--- config.mk ---
export PLATFORM = sky130hd
export DESIGN_NAME = hpamp_i2c_ctrl
export DESIGN_NICKNAME = d
export VERILOG_FILES = /design/src/pkg/hpamp_pkg.sv /design/src/hdl/hpamp_i2c_ctrl.sv
export VERILOG_INCLUDE_DIRS = /design/src /design/src/pkg
export SDC_FILE = /design/constraint.sdc
export NUM_CORES = 1
export LEC_CHECK = 0
export ABC_AREA = 1
export BUFFER_PORTS_ARGS = -buffer_cell sky130_fd_sc_hd__buf_2
export CORE_ASPECT_RATIO = 1.2
export CORE_MARGIN = 4
export CORE_UTILIZATION = 35
export CTS_CLUSTER_SIZE = 8
export DETAILED_ROUTE_END_ITERATION = 10
export GPL_TIMING_DRIVEN = 0
export HOLD_SLACK_MARGIN = 0.15
export PLACE_DENSITY = 0.54
export SYNTH_ARGS = -nofsm -noshare
export SYNTH_HDL_FRONTEND = slang
export SYNTH_SLANG_ARGS = --single-unit
--- constraint.sdc ---
create_clock -name clk_i -period 2.15 [get_ports clk_i]
set_clock_uncertainty 0.2 [all_clocks]
set_input_delay 0.43 -clock clk_i [delete_from_list [all_inputs] [get_ports clk_i]]
set_output_delay 0.43 -clock clk_i [all_outputs]
set_load 0.02 [all_outputs]
--- src/pkg/hpamp_defines.svh ---
// register layout, address and timing constants of the headphone amplifier control port
`ifndef HPAMP_DEFINES_SVH
`define HPAMP_DEFINES_SVH
`define HPAMP_TARGET_ADDR 7'h60
`define HPAMP_REG_COUNT 3'h5
`define HPAMP_REG_LAST 3'h4
`define HPAMP_STAT_LSHORT 7
`define HPAMP_STAT_RSHORT 6
`define HPAMP_STAT_THERM 5
`define HPAMP_MODE_HI 6
`define HPAMP_MODE_LO 4
`define HPAMP_MUTE_L_BIT 7
`define HPAMP_MUTE_R_BIT 6
`define HPAMP_MODE_RESET 3'h0
`define HPAMP_VOL_RESET 8'hc0
`define HPAMP_VOL_MUTE_CODE 6'h00
`define HPAMP_SCL_MAX_KHZ 400
`define HPAMP_CLK_MHZ 200
`endif

--- src/pkg/hpamp_pkg.sv ---
// types shared by the headphone amplifier control port
package hpamp_pkg;
	typedef enum logic [5:0] {
		HPAMP_IDLE = 6'b000001,
		HPAMP_ADDR = 6'b000010,
		HPAMP_WACK = 6'b000100,
		HPAMP_WDAT = 6'b001000,
		HPAMP_RDAT = 6'b010000,
		HPAMP_RACK = 6'b100000
	} hpamp_state_t;

	// decoded amplifier controls
	typedef struct packed {
		logic left_on;
		logic right_on;
		logic supply_on;
		logic left_mute;
		logic right_mute;
		logic [5:0] left_gain;
		logic [5:0] right_gain;
	} hpamp_ctrl_t;

	typedef struct packed {
		logic [2:0] scl_sync;
		logic [2:0] sda_sync;
		hpamp_state_t state;
		logic [3:0] bit_cnt;
		logic [7:0] shift;
		logic rnw;
		logic first_byte_done;
		logic [2:0] rd_idx;
		logic [2:0] mode;
		logic [7:0] volume;
		logic sda_oe;
		logic [7:0] ack_hold;
		hpamp_ctrl_t ctrl;
	} hpamp_regs_t;
endpackage : hpamp_pkg

--- src/hdl/hpamp_i2c_ctrl.sv ---
// i2c target control port of a stereo headphone amplifier
`include "hpamp_defines.svh"
`timescale 1ns/100ps
`default_nettype none
module hpamp_i2c_ctrl
	import hpamp_pkg::*;
#(
	parameter logic [7:0] DEVICE_ID = 8'h5a, // arbitrary identification value
	parameter int SYNC_STAGES = 2
) (
	input wire logic clk_i,
	input wire logic reset_n_i,
	input wire logic standby_n_i,
	input wire logic scl_i,
	input wire logic sda_i,
	output logic sda_o,
	output logic sda_oe_o,
	input wire logic left_short_flag_i,
	input wire logic right_short_flag_i,
	input wire logic thermal_shutdown_flag_i,
	output hpamp_ctrl_t ctrl_o
);
	// the sampler needs at least a handful of clocks per scl phase
	initial begin
		if (SYNC_STAGES != 2) begin
			$error("hpamp_i2c_ctrl: only two sync stages supported");
		end
		if (`HPAMP_CLK_MHZ * 1000 / `HPAMP_SCL_MAX_KHZ < 16) begin
			$error("hpamp_i2c_ctrl: clock too slow for fast-mode scl");
		end
	end

	hpamp_regs_t r, next_r;
	logic scl_rise, scl_fall, start_cond, stop_cond, scl_s, sda_s;
	logic [7:0] status_byte, rd_byte;

	// faults come from analog circuits: synchronise before they reach the bus
	logic [2:0] flag_meta, flag_sync;
	always_ff @(posedge clk_i) begin
		flag_meta <= {left_short_flag_i, right_short_flag_i, thermal_shutdown_flag_i};
		flag_sync <= flag_meta;
	end

	// bits 1 and 2 of each sync chain are the stable samples; bit 0 is the first flop only
	assign scl_s = r.scl_sync[1];
	assign sda_s = r.sda_sync[1];
	assign scl_rise = r.scl_sync[1] & ~r.scl_sync[2];
	assign scl_fall = ~r.scl_sync[1] & r.scl_sync[2];
	assign start_cond = scl_s & r.scl_sync[2] & ~sda_s & r.sda_sync[2];
	assign stop_cond = scl_s & r.scl_sync[2] & sda_s & ~r.sda_sync[2];

	// status byte with lower bits zero
	assign status_byte = {flag_sync, 5'h00};

	// read mux, every register visible
	always_comb begin
		if (r.rd_idx == 3'h0) begin
			rd_byte = status_byte;
		end else if (r.rd_idx == 3'h1) begin
			rd_byte = {1'b0, r.mode, 4'h0};
		end else if (r.rd_idx == 3'h2) begin
			rd_byte = r.volume;
		end else if (r.rd_idx == 3'h3) begin
			rd_byte = 8'h00;
		end else begin
			rd_byte = DEVICE_ID;
		end
	end

	// protocol engine; scl is input only, the target never drives it
	always_comb begin
		next_r = r;
		next_r.scl_sync = {r.scl_sync[1:0], scl_i};
		next_r.sda_sync = {r.sda_sync[1:0], sda_i};
		next_r.ack_hold = 8'h00;
		if (stop_cond) begin
			next_r.state = HPAMP_IDLE;
			next_r.sda_oe = 1'b0;
		end else if (start_cond) begin
			// also covers repeated start
			next_r.state = HPAMP_ADDR;
			next_r.bit_cnt = 4'h0;
			next_r.sda_oe = 1'b0;
			next_r.first_byte_done = 1'b0;
		end else begin
			case (r.state)
				HPAMP_IDLE: begin
					next_r.sda_oe = 1'b0;
				end
				HPAMP_ADDR, HPAMP_WDAT: begin
					if (scl_rise) begin
						next_r.shift = {r.shift[6:0], sda_s};
						next_r.bit_cnt = r.bit_cnt + 4'h1;
					end else if (scl_fall && r.bit_cnt == 4'h8) begin
						next_r.bit_cnt = 4'h0;
						if (r.state == HPAMP_ADDR) begin
							if (r.shift[7:1] == `HPAMP_TARGET_ADDR) begin
								next_r.rnw = r.shift[0];
								next_r.rd_idx = 3'h0;
								next_r.sda_oe = 1'b1;
								next_r.state = HPAMP_WACK;
							end else begin
								next_r.state = HPAMP_IDLE;
							end
						end else begin
							// no pointer byte: first write to mode, later to volume
							if (!r.first_byte_done) begin
								next_r.mode = r.shift[`HPAMP_MODE_HI:`HPAMP_MODE_LO];
								next_r.first_byte_done = 1'b1;
							end else begin
								next_r.volume = r.shift;
							end
							next_r.sda_oe = 1'b1;
							next_r.state = HPAMP_WACK;
						end
					end
				end
				HPAMP_WACK: begin
					// hold ack for the full scl high phase, release on falling edge
					if (scl_fall) begin
						next_r.sda_oe = 1'b0;
						if (r.rnw) begin
							next_r.state = HPAMP_RDAT;
							next_r.sda_oe = ~rd_byte[7];
							next_r.shift = {rd_byte[6:0], 1'b0};
							next_r.bit_cnt = 4'h1;
						end else begin
							next_r.state = HPAMP_WDAT;
						end
					end
				end
				HPAMP_RDAT: begin
					if (scl_fall) begin
						if (r.bit_cnt == 4'h8) begin
							next_r.sda_oe = 1'b0;
							next_r.state = HPAMP_RACK;
							next_r.rd_idx = (r.rd_idx == `HPAMP_REG_LAST) ? 3'h0 : r.rd_idx + 3'h1;
						end else begin
							next_r.sda_oe = ~r.shift[7];
							next_r.shift = {r.shift[6:0], 1'b0};
							next_r.bit_cnt = r.bit_cnt + 4'h1;
						end
					end
				end
				HPAMP_RACK: begin
					if (scl_rise) begin
						next_r.rnw = ~sda_s;
					end else if (scl_fall) begin
						if (r.rnw) begin
							next_r.state = HPAMP_RDAT;
							next_r.sda_oe = ~rd_byte[7];
							next_r.shift = {rd_byte[6:0], 1'b0};
							next_r.bit_cnt = 4'h1;
						end else begin
							next_r.state = HPAMP_IDLE;
						end
					end
				end
				default: begin
					next_r.state = HPAMP_IDLE;
				end
			endcase
		end
		// mode decode and mute combination
		next_r.ctrl.left_on = (r.mode == 3'h2) || (r.mode == 3'h3);
		next_r.ctrl.right_on = (r.mode == 3'h1) || (r.mode == 3'h3);
		next_r.ctrl.supply_on = (r.mode >= 3'h1) && (r.mode <= 3'h4);
		next_r.ctrl.left_mute = r.volume[`HPAMP_MUTE_L_BIT] || r.volume[5:0] == `HPAMP_VOL_MUTE_CODE;
		next_r.ctrl.right_mute = r.volume[`HPAMP_MUTE_R_BIT] || r.volume[5:0] == `HPAMP_VOL_MUTE_CODE;
		next_r.ctrl.left_gain = r.volume[5:0];
		next_r.ctrl.right_gain = r.volume[5:0];
	end

	// standby acts as a second synchronous reset: whole port goes dark
	always_ff @(posedge clk_i) begin
		if (!reset_n_i || !standby_n_i) begin
			r <= '0;
			r.scl_sync <= 3'h7;
			r.sda_sync <= 3'h7;
			r.state <= HPAMP_IDLE;
			r.mode <= `HPAMP_MODE_RESET;
			r.volume <= `HPAMP_VOL_RESET;
			r.ctrl.left_mute <= 1'b1;
			r.ctrl.right_mute <= 1'b1;
		end else begin
			r <= next_r;
		end
	end

	// open drain: only ever pulls low
	assign sda_o = 1'b0;
	assign sda_oe_o = r.sda_oe;
	assign ctrl_o = r.ctrl;
endmodule : hpamp_i2c_ctrl
`default_nettype wire

# Word-level counts from Yosys, hierarchy flattened
# Cells that the tools add are included.
[word_totals] wordCells=165 ff_bits=58 output_inout_bits=19
[classes] muxes=50 eq_ne=41 magnitude_cmp=2 addsub=2 n_reduce_logical=31 n_bitwise=19
[op_table] cell="18-bit two-way mux" n=4
[op_table] cell="12-bit case mux with 4 select lines" n=1
[op_table] cell="8-bit two-way mux" n=5
[op_table] cell="17-bit two-way mux" n=2
[op_table] cell="8-bit AND reduction" n=4
[op_table] cell="2-bit inequality test (second input constant)" n=15
[op_table] cell="6-bit case mux with 5 select lines" n=1
[op_table] cell="3-bit inequality test (second input constant)" n=9
[op_table] cell="9-bit AND reduction" n=3
[op_table] cell="12-bit two-way mux" n=2
[op_table] cell="6-bit two-way mux" n=4
[op_table] cell="3-bit two-way mux" n=7
[op_table] cell="1-bit two-way mux" n=15
[op_table] cell="7-bit AND reduction" n=2
[op_table] cell="3-bit by 2-bit equality test with 1-bit output (second input constant)" n=4
[op_table] cell="1-bit NOT" n=12
[op_table] cell="11-bit two-way mux" n=1
[op_table] cell="10-bit two-way mux" n=1
[op_table] cell="5-bit two-way mux" n=2
[op_table] cell="5-bit nonzero test" n=2
[op_table] cell="2-bit nonzero test" n=4
[op_table] cell="1-bit AND" n=7
[op_table] cell="7-bit equality test (second input constant)" n=1
[op_table] cell="7-bit two-way mux" n=1
[op_table] cell="other kinds (28)" n=36

# Longest topological paths before layout
[depth] depth_word=10 depth_mapped=12

# Worst setup path before layout
# No wires, ideal clock.
[synth_path] path_type="flip-flop to flip-flop" from="register r[37] (netlist bit)" to="register r[48] (netlist bit)" arrival_time_ps=1392 n_path_buf=0 required_time_ps=1818 slack_ps=425 path_stages_with_launch=11 synth_period_minus_slack_ps=1725 cell_sequence="dfxtp_1 inv_1 ha_1 inv_1 nor2_1 inv_1 or2_2 nand3_1 o21ai_0 nand3_1 a21oi_1"
[synth_between] elab_chain_cells=8 word_cells_on_any_way=11
[synth_lines] element="start: declaration" line_no="hpamp_i2c_ctrl.sv:33" text="hpamp_regs_t r, next_r;"
[synth_lines] element="start signal: assignment" line_no="hpamp_i2c_ctrl.sv:186" text="r <= next_r;"
[synth_lines] element="3-bit by 2-bit equality test with 1-bit output" line_no="hpamp_i2c_ctrl.sv:61" text="end else if (r.rd_idx == 3'h2) begin"
[synth_lines] element="8-bit two-way mux" line_no="hpamp_i2c_ctrl.sv:61"
[synth_lines] element="8-bit two-way mux" line_no="hpamp_i2c_ctrl.sv:59" text="end else if (r.rd_idx == 3'h1) begin"
[synth_lines] element="8-bit two-way mux *" line_no="hpamp_i2c_ctrl.sv:57" text="if (r.rd_idx == 3'h0) begin"
[synth_lines] element="12-bit two-way mux *" line_no="hpamp_i2c_ctrl.sv:122, hpamp_i2c_ctrl.sv:149"
[synth_lines] element="18-bit two-way mux" line_no="hpamp_i2c_ctrl.sv:148" text="end else if (scl_fall) begin"
[synth_lines] element="18-bit two-way mux" line_no="hpamp_i2c_ctrl.sv:146" text="if (scl_rise) begin"
[synth_lines] element="12-bit case mux with 4 select lines *" line_no="hpamp_i2c_ctrl.sv:86" text="case (r.state)"
# Mark *: on every way between the ends. The rest lies on a longest branch, timed or not. The select of a mux whose other input is x is not followed.
# A chain may end at the register's enable or synchronous reset.

# Worst setup path in the final report
[layout_path] from="register r[50] (netlist bit)" to="register r[59] (netlist bit)"
[layout_between] elab_chain_cells=4 word_cells_on_any_way=5
[layout_lines] element="4-bit equality test *" line_no="hpamp_i2c_ctrl.sv:94, hpamp_i2c_ctrl.sv:134"
[layout_lines] element="1-bit logical AND" line_no="hpamp_i2c_ctrl.sv:94" text="end else if (scl_fall && r.bit_cnt == 4'h8) begin"
[layout_lines] element="2-bit inequality test (no source line)"
[layout_lines] element="8-bit AND reduction (no source line) *"
# Mark *: on every way between the ends. The rest lies on a longest branch, timed or not.

==> metrics.txt <==
# TYPE chip_impl_metric gauge
chip_impl_info{name="outcome",value="complete, no violations"} 1
chip_impl_metric{name="cellPowerDensity",unit="nW/um2"} 738
chip_impl_metric{name="htree_levels",unit=""} 3
chip_impl_metric{name="floorplan.die.width",unit="um"} 93.8
chip_impl_metric{name="n_antenna_cell",unit=""} 0
chip_impl_metric{name="wl_per_cell",unit="um"} 12.2
chip_impl_info{name="hold_path.class",value="register to register"} 1
chip_impl_metric{name="drt_drc_violations_left",unit=""} 0
chip_impl_metric{name="required",unit="ps"} 2190
chip_impl_metric{name="ioPinCount",unit=""} 27
chip_impl_metric{name="timing.setup.tns",unit="ps"} 0
chip_impl_metric{name="layout_min_cycle_time",unit="ps"} 1940
chip_impl_metric{name="design.final.nets",unit=""} 496
chip_impl_metric{name="ys_warn_count",unit=""} 0
chip_impl_metric{name="finalWeightedCongestion",unit=""} 0.876
chip_impl_metric{name="grt_use_total",unit=""} 0.157
chip_impl_metric{name="syn_to_final_growth",unit="%"} 18.1
chip_impl_metric{name="finalHoldViolCount",unit=""} 0
chip_impl_metric{name="initial_utilization",unit=""} 0.359
chip_impl_info{name="start_kind",value="register"} 1
chip_impl_info{name="most-common-layout-cells",value="81 x sky130_fd_sc_hd__nand2_1, 70 x sky130_fd_sc_hd__nor2_1, 58 x sky130_fd_sc_hd__dfxtp_1"} 1
chip_impl_metric{name="floorplan.rows",unit=""} 37
chip_impl_metric{name="grt.met1_usage",unit=""} 0.199
chip_impl_metric{name="worst_ep_arrival_time",unit="ps"} 1980
chip_impl_info{name="rsz0062_at_grt",value="no"} 1
chip_impl_metric{name="max_cap_violations",unit=""} 0
chip_impl_metric{name="ir_worst_vdd",unit="uV"} 406
chip_impl_metric{name="power_leakage",unit="nW"} 1.66
chip_impl_metric{name="ffs_w_async_s_r_synth",unit=""} 0
chip_impl_info{name="ctsRootBufferMaster",value="sky130_fd_sc_hd__clkbuf_8"} 1
chip_impl_metric{name="met2_usage",unit=""} 0.252
chip_impl_metric{name="fill_cells",unit=""} 913
chip_impl_metric{name="first_global_vias",unit=""} 2709
chip_impl_metric{name="detailedRoute.firstPassIterationCount",unit=""} 4
chip_impl_info{name="tritoncts_clock_tree",value="built"} 1
chip_impl_metric{name="postRouteWirelength",unit="um"} 7350
chip_impl_info{name="crit_path_end_kind",value="register"} 1
chip_impl_metric{name="grt_pass1_wl",unit="um"} 12900
chip_impl_metric{name="postSynthNetCount",unit=""} 452
chip_impl_info{name="global_route.peak_usage_layer",value="met2"} 1
chip_impl_metric{name="overflow_left_after_global_routing",unit=""} 0
chip_impl_metric{name="placeableCoreArea",unit="um2"} 8610
chip_impl_metric{name="timing.hold.ws",unit="ps"} 216
chip_impl_info{name="mostFrequentLayoutCell",value="sky130_fd_sc_hd__nand2_1"} 1
chip_impl_info{name="worst_setup_path_startpoint",value="r[50]"} 1
chip_impl_metric{name="worst-slew-pin-transition",unit="ps"} 541
chip_impl_metric{name="cts_max_path_buffers",unit=""} 2
chip_impl_info{name="setup.worst_path.end",value="r[59]"} 1
chip_impl_metric{name="max_clock_freq",unit="GHz"} 0.516
chip_impl_metric{name="dr.first_iter.drc_count",unit=""} 117
chip_impl_info{name="postSynth.topFlopCell",value="sky130_fd_sc_hd__dfxtp_1"} 1
chip_impl_metric{name="postSynthAreaPerCell",unit="um2"} 7.07
chip_impl_metric{name="synth_cell_types",unit=""} 32
chip_impl_metric{name="yosysSeqAreaShare",unit=""} 0.376
chip_impl_info{name="hold_start",value="next_r[64]"} 1
chip_impl_metric{name="overall_via_count_from_detail_route",unit=""} 2731
chip_impl_metric{name="number_of_flops_mapped_to_enable_cells_by_yosys",unit=""} 0
chip_impl_info{name="regToRegStartpoint",value="r[50]"} 1
chip_impl_metric{name="drive_above_1_share",unit=""} 0.219
chip_impl_metric{name="numCtsBuffers",unit=""} 9
chip_impl_metric{name="post_dp_hpwl",unit="um"} 5540
chip_impl_metric{name="clock_insertion_delay_worst_skew",unit="ps"} 350
chip_impl_metric{name="buffer_ports.inserted",unit=""} 25
chip_impl_metric{name="rr_worst_depth",unit=""} 11
chip_impl_metric{name="post_synth_instance_area",unit="um2"} 3090
chip_impl_metric{name="p_total",unit="mW"} 2.69
chip_impl_metric{name="route.antenna.remaining_nets",unit=""} 0
chip_impl_metric{name="die_height",unit="um"} 111
chip_impl_metric{name="synth.ff_latch_count",unit=""} 58
chip_impl_metric{name="antenna_found_initial",unit=""} 0
chip_impl_metric{name="synth_cells",unit=""} 437
chip_impl_metric{name="reg2reg_slack",unit="ps"} 210
chip_impl_metric{name="final_min_period_over_clock_period",unit=""} 0.901
chip_impl_metric{name="cts_num_sinks",unit=""} 58
chip_impl_metric{name="die_area",unit="um2"} 10400
chip_impl_metric{name="clk_pin_slew",unit="ps"} 70
chip_impl_info{name="worst-setup-path-type",value="register to register"} 1
chip_impl_metric{name="post_drt_via_cell_ratio",unit=""} 4.54
chip_impl_metric{name="worst_slew_margin_rel",unit=""} 0.639
chip_impl_metric{name="final_max_slew_viol_count",unit=""} 0
chip_impl_metric{name="grt_start_max_net_pins",unit=""} 11
chip_impl_metric{name="groute.layer.met3.usage",unit=""} 0.0367
chip_impl_info{name="rr_endpoint",value="r[59]"} 1
chip_impl_metric{name="path_max_fanout",unit=""} 6
chip_impl_metric{name="total_setup_violations_reported_at_the_end_of_the_flow",unit=""} 0
-- worst max-delay path, cell delays in order (launching register included) --
cell and delay (ps):
sky130_fd_sc_hd__dfxtp_1 350, sky130_fd_sc_hd__inv_1 70, sky130_fd_sc_hd__ha_1 140, sky130_fd_sc_hd__nand3b_1 140, sky130_fd_sc_hd__nor2_2 200, sky130_fd_sc_hd__inv_1 120, sky130_fd_sc_hd__nand2_2 120, sky130_fd_sc_hd__nand3_1 100
sky130_fd_sc_hd__inv_1 70, sky130_fd_sc_hd__nand2_2 100, sky130_fd_sc_hd__o21ai_0 160, sky130_fd_sc_hd__nor2_1 50
-- registers in the layout, indices dropped and copies added (netlist names) --
register,flops
flag_meta,3
ctrl_o,11
flag_sync,3
r,30
sda_oe_o,1
next_r,10
-- report_power, final --
part | internal, mW | switching, mW | leakage [nW]
clock network | 0.555 | 0.446 | 0.0941
registers | 1.12 | 0.0394 | 0.471
logic | 0.178 | 0.360 | 1.10
total | 1.85 | 0.845 | 1.66
-- area by class of cell --
type                       instances  area, um2  area share
clock buffer                      10        138      0.0377
buffer                            25        169      0.0463
multi-input combinational        297       1550       0.425
sequential                        58       1160       0.318
inverter                          57        224      0.0614
clock inverter                     5       55.1      0.0151
timing repair buffer              33        205      0.0562
tap                              117        146      0.0401
-- worst min-delay path by stage --
stage,cells past startpoint,end,slack (ps)
2_1_floorplan,0,flag_sync[0],110
5_1_grt,1,next_r[62],240
3_3_place_gp,0,flag_sync[0],110
4_1_cts,1,next_r[65],220
6_report,1,next_r[65],220
3_5_place_dp,0,flag_sync[2],110
-- synth_stat cells (all sizes together) (2+ instances only) --
cell | instances | area [um2]
nor3 | 10 | 61.3
inv | 56 | 215
nand3b | 5 | 37.5
clkbuf | 3 | 11.3
nand3 | 29 | 178
nand4 | 9 | 56.3
nand2 | 93 | 409
o21ai | 20 | 100
dfxtp | 58 | 1160
or2 | 5 | 31.3
ha | 7 | 87.6
a21oi | 26 | 141
o211ai | 5 | 37.5
nor2 | 81 | 347
buf | 22 | 158
xor2 | 2 | 17.5
a211oi | 3 | 22.5
-- per-stage QoR --
step           cell area [um2]  worst slack, ps  instances  utilization
3_3_place_gp              3360              127        579        0.390
4_1_cts                   3630              129        602        0.422
6_report                  3650              212        602        0.424
3_5_place_dp              3360              141        579        0.390
2_1_floorplan             3090              425        437            -
5_1_grt                   3650             18.1        602        0.424
-- routing by layer --
metal | routed length (um) | part of all wire
met5 | 0 | 0
met4 | 138 | 0.019
met3 | 269 | 0.037
met2 | 3500 | 0.48
met1 | 3440 | 0.47
-- cell families (layout without fill, tap and decap cells) --
logic type / Yosys count / in the layout / share of synthesized area
AOI/OAI and AO/OA: 54 / 54 / 0.0976
xor gates and xnor gates: 2 / 2 / 0.00567
adders and majority gates: 7 / 7 / 0.0283
buffers and inverters: 82 / 130 / 0.127
DFF: 58 / 58 / 0.376
other: 1 / 1 / 0.00121
and+or+nand+nor: 233 / 233 / 0.364
-- timing repair --
action / 4_1_cts / 5_1_grt
hold endpoints to repair: 8 / 0
setup endpoints to repair: 0 / 10
hold buffers: 8 / 0
gates resized for setup: 0 / 5
setup buffers: 0 / 0
No activity file was read; power rests on OpenSTA's default activity.
